$ cat config.mk
export PLATFORM = sky130hd
export DESIGN_NAME = nco_output_stage
export DESIGN_NICKNAME = d
export VERILOG_FILES = /design/src/core/nco_pkg.sv /design/src/core/nco_accum.sv /design/src/core/nco_pulse.sv /design/src/core/nco_output_stage.sv
export SDC_FILE = /design/constraint.sdc
export NUM_CORES = 1
export LEC_CHECK = 0
export BUFFER_PORTS_ARGS = -buffer_cell sky130_fd_sc_hd__buf_2
export CAP_MARGIN = 20
export CORE_AREA = 2 2 101 103
export DETAILED_ROUTE_END_ITERATION = 7
export DIE_AREA = 0 0 103 105
export GPL_TIMING_DRIVEN = 0
export PLACE_DENSITY = 0.69
export SLEW_MARGIN = 20
export SYNTH_ARGS = -nofsm -noshare
export SYNTH_HDL_FRONTEND = slang
export SYNTH_SLANG_ARGS = --single-unit
export TNS_END_PERCENT = 30
$ cat constraint.sdc
create_clock -name clock -period 6 [get_ports clock]
set_input_delay 0.9 -clock clock [delete_from_list [all_inputs] [get_ports clock]]
set_output_delay 0.9 -clock clock [all_outputs]
set_load 0.02 [all_outputs]
$ cat src/core/nco_pkg.sv
// package: register map, field layout and reset values of the oscillator output stage
package nco_pkg;

  // ----------------------------------------------------------------
  // register offsets (byte addresses, one word each)
  // ----------------------------------------------------------------
  localparam logic [3:0] OFS_CONTROL = 4'h0; // osc_control_reg
  localparam logic [3:0] OFS_CLOCK = 4'h4; // osc_clock_reg
  localparam logic [3:0] OFS_INCREMENT = 4'h8;
  localparam logic [3:0] OFS_ACCUM = 4'hC;
  localparam logic [4:0] OFS_IRQ_STATUS = 5'h10; // irq_request_reg
  localparam logic [4:0] OFS_IRQ_CLEAR = 5'h14;
  localparam logic [4:0] OFS_IRQ_ENABLE = 5'h18; // irq_enable_reg
  localparam logic [4:0] OFS_IRQ_GLOBAL = 5'h1C;

  // ----------------------------------------------------------------
  // widths and field positions
  // ----------------------------------------------------------------
  localparam int ACC_W = 20;
  localparam int INC_W = 16;
  localparam int PWS_W = 3;
  localparam int BIT_ENABLE = 7; // module_enable_bit
  localparam int BIT_LEVEL = 5; // output_level, read only
  localparam int BIT_POLARITY = 4; // output_polarity
  localparam int BIT_PFM = 0; // pulse_mode_select
  localparam int BIT_OVF = 0; // overflow_flag / overflow_irq_enable
  localparam int BIT_PERIPH = 6; // peripheral_irq_enable
  localparam int BIT_GLOBAL = 7; // global_irq_enable
  localparam int PWS_LSB = 5; // pulse_width_select in osc_clock_reg
  localparam int CLKSEL_LSB = 0; // clock source select field
  localparam int CLKSEL_W = 2;

  // ----------------------------------------------------------------
  // reset values and encodings
  // ----------------------------------------------------------------
  localparam logic [31:0] RESET_WORD = 32'h0000_0000;
  localparam logic [CLKSEL_W-1:0] SRC_FAST_OSC = 2'h0; // fast_internal_osc
  localparam logic [31:0] UNMAPPED_READ = 32'h0000_0000;

  // pulse state, gray along idle -> active -> idle
  typedef enum logic [0:0] {
    PULSE_IDLE = 1'b0,
    PULSE_ACTIVE = 1'b1
  } pulse_state_t;

endpackage : nco_pkg

$ cat src/core/nco_accum.sv
// phase accumulator stepped by the selected source clock enable
`timescale 1ns/1ps
module nco_accum
  import nco_pkg::*;
(
  // clock and reset
  input wire logic clock,
  input wire logic rst,
  // control
  input wire logic run,
  input wire logic src_tick,
  input wire logic [INC_W-1:0] increment,
  // results
  output logic [ACC_W-1:0] accum,
  output logic overflow
);

  // add with carry out of the top bit
  logic [ACC_W:0] sum;
  assign sum = {1'b0, accum} + {{(ACC_W-INC_W+1){1'b0}}, increment};

  // ----------------------------------------------------------------
  // accumulator and overflow pulse
  // ----------------------------------------------------------------
  always_ff @(posedge clock) begin
    if (rst) begin
      accum <= '0;
      overflow <= 1'b0;
    end else if (run && src_tick) begin
      accum <= sum[ACC_W-1:0];
      overflow <= sum[ACC_W];
    end else begin
      overflow <= 1'b0;
    end
  end

endmodule : nco_accum

$ cat src/core/nco_pulse.sv
// output shaper: toggle or pulse of programmable width
`timescale 1ns/1ps
module nco_pulse
  import nco_pkg::*;
(
  // clock and reset
  input wire logic clock,
  input wire logic rst,
  // control
  input wire logic run,
  input wire logic src_tick,
  input wire logic overflow,
  input wire logic pulse_mode_select,
  input wire logic [PWS_W-1:0] pulse_width_select,
  // raw output before polarity
  output logic raw_active
);

  pulse_state_t state;
  logic [7:0] width_left;

  // width in source periods: 2^pws
  function automatic logic [7:0] pulse_periods(input logic [PWS_W-1:0] pws);
    pulse_periods = 8'h01 << pws;
  endfunction : pulse_periods

  // ----------------------------------------------------------------
  // mode logic
  // ----------------------------------------------------------------
  always_ff @(posedge clock) begin
    if (rst || !run) begin
      state <= PULSE_IDLE;
      raw_active <= 1'b0;
      width_left <= 8'h00;
    end else if (!pulse_mode_select) begin
      state <= PULSE_IDLE;
      width_left <= 8'h00;
      if (overflow) begin
        raw_active <= ~raw_active;
      end
    end else begin
      case (state)
        PULSE_IDLE: begin
          raw_active <= 1'b0;
          if (overflow) begin
            state <= PULSE_ACTIVE;
            raw_active <= 1'b1;
            width_left <= pulse_periods(pulse_width_select);
          end
        end
        PULSE_ACTIVE: begin
          if (src_tick) begin
            if (width_left <= 8'h01) begin
              state <= PULSE_IDLE;
              raw_active <= 1'b0;
            end else begin
              width_left <= width_left - 8'h01;
            end
          end
        end
        default: begin
          state <= PULSE_IDLE;
        end
      endcase
    end
  end

endmodule : nco_pulse

$ cat src/core/nco_output_stage.sv
// top: register slave, clock source ticks, polarity and overflow interrupt
`timescale 1ns/1ps

module nco_output_stage
  import nco_pkg::*;
(
  // clock and reset
  input wire logic clock,
  input wire logic rst,
  // avalon-mm slave
  input wire logic [4:0] address,
  input wire logic read,
  input wire logic write,
  input wire logic [31:0] writedata,
  input wire logic [3:0] byteenable,
  output logic [31:0] readdata,
  output logic waitrequest,
  // source clock enables, one-cycle pulses
  input wire logic [3:0] src_tick_in,
  input wire logic sleep_mode,
  // outputs
  output logic nco_out,
  output logic to_configurable_logic_cell,
  output logic to_complementary_waveform_gen,
  output logic fast_osc_keep_on,
  output logic irq
);

  // ----------------------------------------------------------------
  // register state
  // ----------------------------------------------------------------
  logic module_enable_bit;
  logic output_polarity;
  logic pulse_mode_select;
  logic [PWS_W-1:0] pulse_width_select;
  logic [CLKSEL_W-1:0] clock_source;
  logic [INC_W-1:0] increment;
  logic overflow_flag;
  logic overflow_irq_enable;
  logic peripheral_irq_enable;
  logic global_irq_enable;
  logic output_level;

  logic [ACC_W-1:0] accum;
  logic overflow;
  logic raw_active;
  logic src_tick;
  logic final_level;
  logic access_done;
  logic wr_hit;
  logic clear_hit;
  logic last_polarity;
  logic pol_changed;
  logic pol_event;

  // selected source clock enable, independent of system run state
  assign src_tick = src_tick_in[clock_source];

  // bus strobes, one cycle wait then acknowledge
  assign wr_hit = write && !waitrequest;
  assign clear_hit = wr_hit && (address == OFS_IRQ_CLEAR) && byteenable[0] && writedata[BIT_OVF];

  // ----------------------------------------------------------------
  // datapath instances
  // ----------------------------------------------------------------
  nco_accum u_accum (
    .clock(clock),
    .rst(rst),
    .run(module_enable_bit),
    .src_tick(src_tick),
    .increment(increment),
    .accum(accum),
    .overflow(overflow)
  );

  nco_pulse u_pulse (
    .clock(clock),
    .rst(rst),
    .run(module_enable_bit),
    .src_tick(src_tick),
    .overflow(overflow),
    .pulse_mode_select(pulse_mode_select),
    .pulse_width_select(pulse_width_select),
    .raw_active(raw_active)
  );

  // polarity is the last stage
  assign final_level = raw_active ^ output_polarity;

  // ----------------------------------------------------------------
  // wait state: request is answered one cycle after it rises
  // ----------------------------------------------------------------
  always_ff @(posedge clock) begin
    if (rst) begin
      waitrequest <= 1'b1;
    end else begin
      waitrequest <= !((read || write) && waitrequest);
    end
  end

  assign access_done = !waitrequest;

  // ----------------------------------------------------------------
  // control register writes
  // ----------------------------------------------------------------
  always_ff @(posedge clock) begin
    if (rst) begin
      module_enable_bit <= 1'b0;
      output_polarity <= 1'b0;
      pulse_mode_select <= 1'b0;
      pulse_width_select <= '0;
      clock_source <= '0;
      increment <= '0;
      overflow_irq_enable <= 1'b0;
      peripheral_irq_enable <= 1'b0;
      global_irq_enable <= 1'b0;
    end else if (wr_hit && byteenable[0]) begin
      if (address == OFS_CONTROL) begin
        // level bit is not written
        module_enable_bit <= writedata[BIT_ENABLE];
        output_polarity <= writedata[BIT_POLARITY];
        pulse_mode_select <= writedata[BIT_PFM];
      end else if (address == OFS_CLOCK) begin
        pulse_width_select <= writedata[PWS_LSB +: PWS_W];
        clock_source <= writedata[CLKSEL_LSB +: CLKSEL_W];
      end else if (address == OFS_INCREMENT) begin
        increment[7:0] <= writedata[7:0];
        if (byteenable[1]) begin
          increment[15:8] <= writedata[15:8];
        end
      end else if (address == OFS_IRQ_ENABLE) begin
        overflow_irq_enable <= writedata[BIT_OVF];
      end else if (address == OFS_IRQ_GLOBAL) begin
        peripheral_irq_enable <= writedata[BIT_PERIPH];
        global_irq_enable <= writedata[BIT_GLOBAL];
      end
    end else if (wr_hit && byteenable[1] && address == OFS_INCREMENT) begin
      increment[15:8] <= writedata[15:8];
    end
  end

  // ----------------------------------------------------------------
  // overflow flag: set wins over clear
  // ----------------------------------------------------------------
  always_ff @(posedge clock) begin
    if (rst) begin
      overflow_flag <= 1'b0;
    end else if (overflow) begin
      overflow_flag <= 1'b1;
    end else if (pol_event) begin
      overflow_flag <= 1'b1;
    end else if (clear_hit) begin
      overflow_flag <= 1'b0;
    end
  end

  // polarity change marker, seen in the cycle after a control write
  always_ff @(posedge clock) begin
    if (rst) begin
      last_polarity <= 1'b0;
    end else begin
      last_polarity <= output_polarity;
    end
  end

  // a polarity change flips the final output unless raw_active toggles in the same cycle: a transition event
  assign pol_changed = output_polarity != last_polarity;
  assign pol_event = pol_changed && overflow_irq_enable && module_enable_bit;

  // ----------------------------------------------------------------
  // registered outputs
  // ----------------------------------------------------------------
  always_ff @(posedge clock) begin
    if (rst) begin
      output_level <= 1'b0;
      nco_out <= 1'b0;
      to_configurable_logic_cell <= 1'b0;
      to_complementary_waveform_gen <= 1'b0;
      fast_osc_keep_on <= 1'b0;
      irq <= 1'b0;
    end else begin
      output_level <= final_level;
      nco_out <= final_level;
      to_configurable_logic_cell <= final_level;
      to_complementary_waveform_gen <= final_level;
      fast_osc_keep_on <= module_enable_bit && (clock_source == SRC_FAST_OSC) && sleep_mode;
      irq <= overflow_flag && module_enable_bit && overflow_irq_enable
             && peripheral_irq_enable && global_irq_enable;
    end
  end

  // ----------------------------------------------------------------
  // read data
  // ----------------------------------------------------------------
  always_ff @(posedge clock) begin
    if (rst) begin
      readdata <= RESET_WORD;
    end else if (read && !access_done) begin
      readdata <= UNMAPPED_READ;
      if (address == OFS_CONTROL) begin
        readdata[BIT_ENABLE] <= module_enable_bit;
        readdata[BIT_LEVEL] <= output_level;
        readdata[BIT_POLARITY] <= output_polarity;
        readdata[BIT_PFM] <= pulse_mode_select;
      end else if (address == OFS_CLOCK) begin
        readdata[PWS_LSB +: PWS_W] <= pulse_width_select;
        readdata[CLKSEL_LSB +: CLKSEL_W] <= clock_source;
      end else if (address == OFS_INCREMENT) begin
        readdata[INC_W-1:0] <= increment;
      end else if (address == OFS_ACCUM) begin
        readdata[ACC_W-1:0] <= accum;
      end else if (address == OFS_IRQ_STATUS) begin
        readdata[BIT_OVF] <= overflow_flag;
      end else if (address == OFS_IRQ_ENABLE) begin
        readdata[BIT_OVF] <= overflow_irq_enable;
      end else if (address == OFS_IRQ_GLOBAL) begin
        readdata[BIT_PERIPH] <= peripheral_irq_enable;
        readdata[BIT_GLOBAL] <= global_irq_enable;
      end
    end
  end

  // ----------------------------------------------------------------
  // checks
  // ----------------------------------------------------------------
  property p_flag_set;
    @(posedge clock) disable iff (rst) overflow |=> overflow_flag;
  endproperty
  a_flag_set: assert property (p_flag_set) else $error("overflow did not set flag");

  property p_flag_hold;
    @(posedge clock) disable iff (rst) overflow_flag && !clear_hit |=> overflow_flag;
  endproperty
  a_flag_hold: assert property (p_flag_hold) else $error("flag dropped without clear");

  property p_irq_gate;
    @(posedge clock) disable iff (rst) irq |-> $past(overflow_flag && module_enable_bit && overflow_irq_enable
      && peripheral_irq_enable && global_irq_enable);
  endproperty
  a_irq_gate: assert property (p_irq_gate) else $error("irq without all enables");

  property p_toggle;
    @(posedge clock) disable iff (rst)
      overflow && module_enable_bit && !pulse_mode_select && $stable(output_polarity) |=> raw_active != $past(raw_active);
  endproperty
  a_toggle: assert property (p_toggle) else $error("fixed duty did not toggle");

  property p_pulse_start;
    @(posedge clock) disable iff (rst)
      overflow && module_enable_bit && pulse_mode_select && $stable(pulse_mode_select) |=> raw_active;
  endproperty
  a_pulse_start: assert property (p_pulse_start) else $error("pulse not active after overflow");

  property p_polarity;
    @(posedge clock) disable iff (rst) nco_out == $past(raw_active ^ output_polarity);
  endproperty
  a_polarity: assert property (p_polarity) else $error("polarity not applied");

  property p_level_read;
    @(posedge clock) disable iff (rst) output_level == nco_out && nco_out == to_configurable_logic_cell;
  endproperty
  a_level_read: assert property (p_level_read) else $error("output copies differ");

  property p_write_ack;
    @(posedge clock) disable iff (rst) (read || write) && waitrequest |=> !waitrequest;
  endproperty
  a_write_ack: assert property (p_write_ack) else $error("no acknowledge after one wait");

  property p_pol_irq;
    @(posedge clock) disable iff (rst) pol_event |=> overflow_flag;
  endproperty
  a_pol_irq: assert property (p_pol_irq) else $error("polarity change did not raise flag");

  property p_flag_clear;
    @(posedge clock) disable iff (rst) clear_hit && !overflow && !pol_event |=> !overflow_flag;
  endproperty
  a_flag_clear: assert property (p_flag_clear) else $error("flag not cleared by software");

  property p_reset_clear;
    @(posedge clock) rst |=> !overflow_flag && !irq && !nco_out && !module_enable_bit
      && accum == '0 && increment == '0;
  endproperty
  a_reset_clear: assert property (p_reset_clear) else $error("state not cleared by reset");

  property p_keep_on;
    @(posedge clock) disable iff (rst)
      module_enable_bit && clock_source == SRC_FAST_OSC && sleep_mode |=> fast_osc_keep_on;
  endproperty
  a_keep_on: assert property (p_keep_on) else $error("fast oscillator not held in sleep");

  property p_keep_off;
    @(posedge clock) disable iff (rst) !sleep_mode |=> !fast_osc_keep_on;
  endproperty
  a_keep_off: assert property (p_keep_off) else $error("fast oscillator held while awake");

  property p_accum_step;
    @(posedge clock) disable iff (rst)
      module_enable_bit && src_tick |=> accum == $past(accum) + $past(increment)
      && overflow == (accum < $past(accum));
  endproperty
  a_accum_step: assert property (p_accum_step) else $error("accumulator step or carry wrong");

  property p_no_ovf;
    @(posedge clock) disable iff (rst) !(module_enable_bit && src_tick) |=> !overflow;
  endproperty
  a_no_ovf: assert property (p_no_ovf) else $error("overflow without a source tick");

  property p_fixed_hold;
    @(posedge clock) disable iff (rst) module_enable_bit && !pulse_mode_select && !overflow |=> $stable(raw_active);
  endproperty
  a_fixed_hold: assert property (p_fixed_hold) else $error("fixed duty changed without overflow");

  property p_pulse_idle;
    @(posedge clock) disable iff (rst)
      module_enable_bit && pulse_mode_select && !overflow && !raw_active |=> !raw_active;
  endproperty
  a_pulse_idle: assert property (p_pulse_idle) else $error("pulse rose without overflow");

  property p_pulse_hold;
    @(posedge clock) disable iff (rst)
      module_enable_bit && pulse_mode_select && $past(pulse_mode_select) && raw_active && !src_tick |=> raw_active;
  endproperty
  a_pulse_hold: assert property (p_pulse_hold) else $error("pulse ended between source ticks");

endmodule : nco_output_stage

==> impl_metrics.py <==
metrics = {
    "drt": {
        "detail_route.vias_per_cell": 5.587,
        "post-route-drc-count": 0,
        "dr_total_vias": 4179,
        "drt_first_pass_iters": 5,
        "drtAntennaViolNets": 0,
        "first_iter_violations": 251,
        "routed_wl_microns": 11950,
        "avgRoutedWirePerCell_microns": 15.98,
    },
    "worst_setup_path": {
        "worst_setup_path_startpoint": "increment[0]$_SDFFE_PP0P_",
        "crit_path_top_delay_cell": "sky130_fd_sc_hd__fa_1",
        "worst_r2r_path_depth": 8,
        "critPathBufInv": 0,
        "cp.depth": 8,
        "biggest_fanout_along_the_worst_timing_path": 3,
        "worst-endpoint-arrival_ns": 3.20,
        "cp_data_required_time_ns": 6.25,
        "timing_worst_setup_path_type": "reg -> reg",
        "ff2ff_setup_slack_ns": 3.04,
        "critical-path-top-delay-family": "compound AO/OA/AOI/OAI gates",
        "start_kind": "flip-flop",
        "critical_register_to_register_path_endpoint": "u_accum.accum[18]$_SDFFE_PP0P_",
        "cpPeakStageDelay_ns": 0.44,
        "crit_path_cell_trace": "ha_1, fa_1, a211oi_1, o211ai_1, a31oi_1, a21oi_1, a31o_1, mux2_4",
        "endpoint_kind": "flip-flop",
        "rr_startpoint": "increment[0]$_SDFFE_PP0P_",
    },
    "timing": {
        "layout_min_cycle_time_ns": 2.957,
        "finalCritPeriodShare_pct": 49.28,
        "rsz_0062_raised_after_global_routing": "no",
        "hold_violations": 0,
        "fin_worst_skew_ns": 0.01462,
        "final.setup.worst_slack_ns": 3.043,
        "worstMarginPinSlew_ns": 0.9022,
        "timing.setup.tns_ns": 0,
        "hold_slack_ns": 0.4520,
        "timing.final.max_slew_violations": 0,
        "slew_headroom_pct": 39.52,
        "setup_viol": 0,
        "maxClockFrequency_mhz": 338.2,
    },
    "yosys": {
        "synth_top_cells_by_count": "84 x sky130_fd_sc_hd__dfxtp_1, 68 x sky130_fd_sc_hd__nor2_1, 49 x sky130_fd_sc_hd__nand2_1",
        "ys_seq_elements": 84,
        "netlist_instances": 534,
        "post_synth_main_area_contributors": "sky130_fd_sc_hd__dfxtp_1 38%, sky130_fd_sc_hd__mux2i_1 7.1%, sky130_fd_sc_hd__nor2_1 5.7%",
        "synth-main-ff-cell": "sky130_fd_sc_hd__dfxtp_1",
        "synth.cell_area_sq_mm": 0.004481,
        "syn_avg_cell_area_sq_um": 8.391,
        "synth_most_common_cell": "sky130_fd_sc_hd__dfxtp_1",
        "xor_xnor_share_of_the_synthesized_area_pct": 2.541,
        "number_of_synthesized_flops_with_an_enable_pin": 0,
        "yosysUniqueCellTypes": 62,
        "ys_async_sr_fraction_pct": 0,
        "seq_area_frac_synth_pct": 37.53,
        "yosys.area_share.adder_pct": 5.473,
        "combinational_family_with_the_most_area_after_synthesis": "simple AND/OR/NAND/NOR gates",
        "synth_area_leader_cell": "sky130_fd_sc_hd__dfxtp_1",
        "synth-compound-area-share_pct": 19.18,
        "synth.mux.area_fraction_pct": 8.992,
        "yosys_warnings": 0,
        "synth_largest_type_area_fraction_pct": 37.53,
        "synth_simple_gate_area_share_pct": 20.13,
    },
    "floorplan": {
        "initial_core_util_pct": 46.48,
        "count_of_pins_on_the_block_boundary": 88,
        "placement_rows": 36,
        "floorplan.core_area_sq_mm": 0.009639,
        "die_area_sq_mm": 0.01082,
        "die_h_microns": 105,
        "floorplan.die.width_microns": 103,
    },
    "worst_hold_path": {
        "hold_path_depth": 2,
        "hold_path_class": "reg -> reg",
        "whs_endpoint": "readdata[19]$_SDFFE_PP0P_",
        "min-delay-start": "readdata[19]$_SDFFE_PP0P_",
    },
    "pwr": {
        "cellPowerDensity_mw_per_mm2": 210.9,
        "static_leakage_nw": 2.052,
        "total_power_mw": 1.091,
        "vdd_drop_max_mv": 0.1009,
    },
    "clocking": {
        "h_tree_depth": 3,
        "count_of_hold_buffers_inserted_by_post_cts_repair": 0,
        "tritoncts.num_buffers": 9,
        "tritoncts": "done",
        "cts_buffer_depth": 2,
        "sink_count_of_the_clock_tree": 84,
        "ctsRootBufferMaster": "sky130_fd_sc_hd__clkbuf_8",
        "insertion_delay_ns": 0.36,
        "post_cts_resized": 0,
        "path_clk_slew_ns": 0.08,
        "postCtsSetupRepairBufs": 0,
    },
    "global_route": {
        "globalRoute.totalOverflow": 0,
        "vias_in_the_first_global_route": 3863,
        "grt_antenna_before_repair": 0,
        "global_route.usage.total_pct": 22.73,
        "grt_pass1_wl_microns": 19160,
        "grt_max_degree": 13,
    },
    "placed_design": {
        "placement.io_buffers": 56,
        "post-dp-hpwl_microns": 8738,
        "globalplace.congestion": 0.9464,
        "dpl_cell_area_sq_mm": 0.004969,
        "placement.setup.worst_slack_ns": 3.111,
    },
    "final_layout": {
        "fin_nets": 681,
        "diodes": 0,
        "final_layout_size_suffix_gt1_share_pct": 15.61,
        "fill_cells": 949,
        "stdcell_area_sq_mm": 0.005174,
        "layout_stage_area_growth_over_the_synthesis_result_pct": 15.47,
    },
    "run": {
        "timing.max_cap.violations": 0,
    },
    "status": {
        "outcome": "finished, final reports clean",
    },
}
## cells in the final DEF, fill, tap and decap left out, drive strengths merged, types with 9 or more instances in the layout
master | synthesis | final
dfxtp | 84 | 84
buf | 19 | 75
nor2 | 68 | 68
nand2 | 50 | 50
a21oi | 47 | 47
clkbuf | 27 | 39
mux2i | 32 | 32
nor3 | 23 | 23
ha | 18 | 18
o21ai | 17 | 17
nand3 | 14 | 14
a221oi | 12 | 12
conb | 1 | 12
inv | 10 | 10
a211oi | 10 | 10
xnor2 | 9 | 9
## cell type report
cell class	count	area [sq um]	share of cell area, %
plain buffers	46	234.0	4.522
clock buffers	12	145.1	2.805
clock inverters	2	60.06	1.161
inverters	10	37.54	0.7255
multi-input cells	405	2569	49.65
flip-flops and latches	84	1682	32.50
well taps	133	166.4	3.216
repair buffers	56	280.3	5.417
## worst max path at each step
stage	endpoint	slack, ns
floorplan	u_accum.accum[18]$_SDFFE_PP0P_	3.43
global placement	readdata[14]$_SDFFE_PP0P_	3.14
finish	u_accum.accum[18]$_SDFFE_PP0P_	3.04
detailed placement	readdata[11]$_SDFFE_PP0P_	3.11
CTS	u_accum.accum[18]$_SDFFE_PP0P_	3.13
global route	u_accum.accum[18]$_SDFFE_PP0P_	2.96
## metal layers
layer | wire length (microns) | global-route usage (%) | share of wire (%)
met1 | 5364 | 30.64 | 45
met2 | 5679 | 36.04 | 48
met3 | 695 | 4.482 | 5.8
met4 | 214 | 7.707 | 1.8
met5 | 0 | 0 | 0
## per-stage QoR
stage,instances,utilization (%)
final,748,53.67
after global routing,748,53.67
after CTS,748,53.67
after detailed placement,734,51.54
after global placement,734,51.54
after floorplan,545,-
## state kept, by name, summed over array words and instances (netlist names)
signal and count:
module_enable_bit 1, output_level 1, u_accum.accum 20, pulse_mode_select 1, last_polarity 1, global_irq_enable 1
u_accum.overflow 1, u_pulse.width_left 8, increment 16, u_pulse.raw_active 1, fast_osc_keep_on 1, u_pulse.state 1
irq 1, waitrequest 1, readdata 20, overflow_irq_enable 1, peripheral_irq_enable 1, pulse_width_select 3
overflow_flag 1, output_polarity 1, clock_source 2
## cell families after synthesis
family                     after synthesis
AOI/OAI and AO/OA                      131
xor gates and xnor gates                13
adders and majority gates               19
buffers and inverters                   56
DFF                                     84
muxes                                   37
other                                    1
and+or+nand+nor                        193
## worst min-delay path: cells and delay by family (launching register included)
kind             cells  cell delay (ns)
AND/OR/NAND/NOR      1             0.05
flip-flops           1             0.31
AO/OA/AOI/OAI        1             0.05
## power by group
| part | leakage (nW) | internal [mW] | switching, mW |
|---|---|---|---|
| sequential | 0.679 | 0.563 | 0.00359 |
| clock | 0.103 | 0.242 | 0.198 |
| combinational | 1.27 | 0.0287 | 0.0556 |
| total | 2.05 | 0.834 | 0.258 |
No activity file was read; power rests on OpenSTA's default activity.
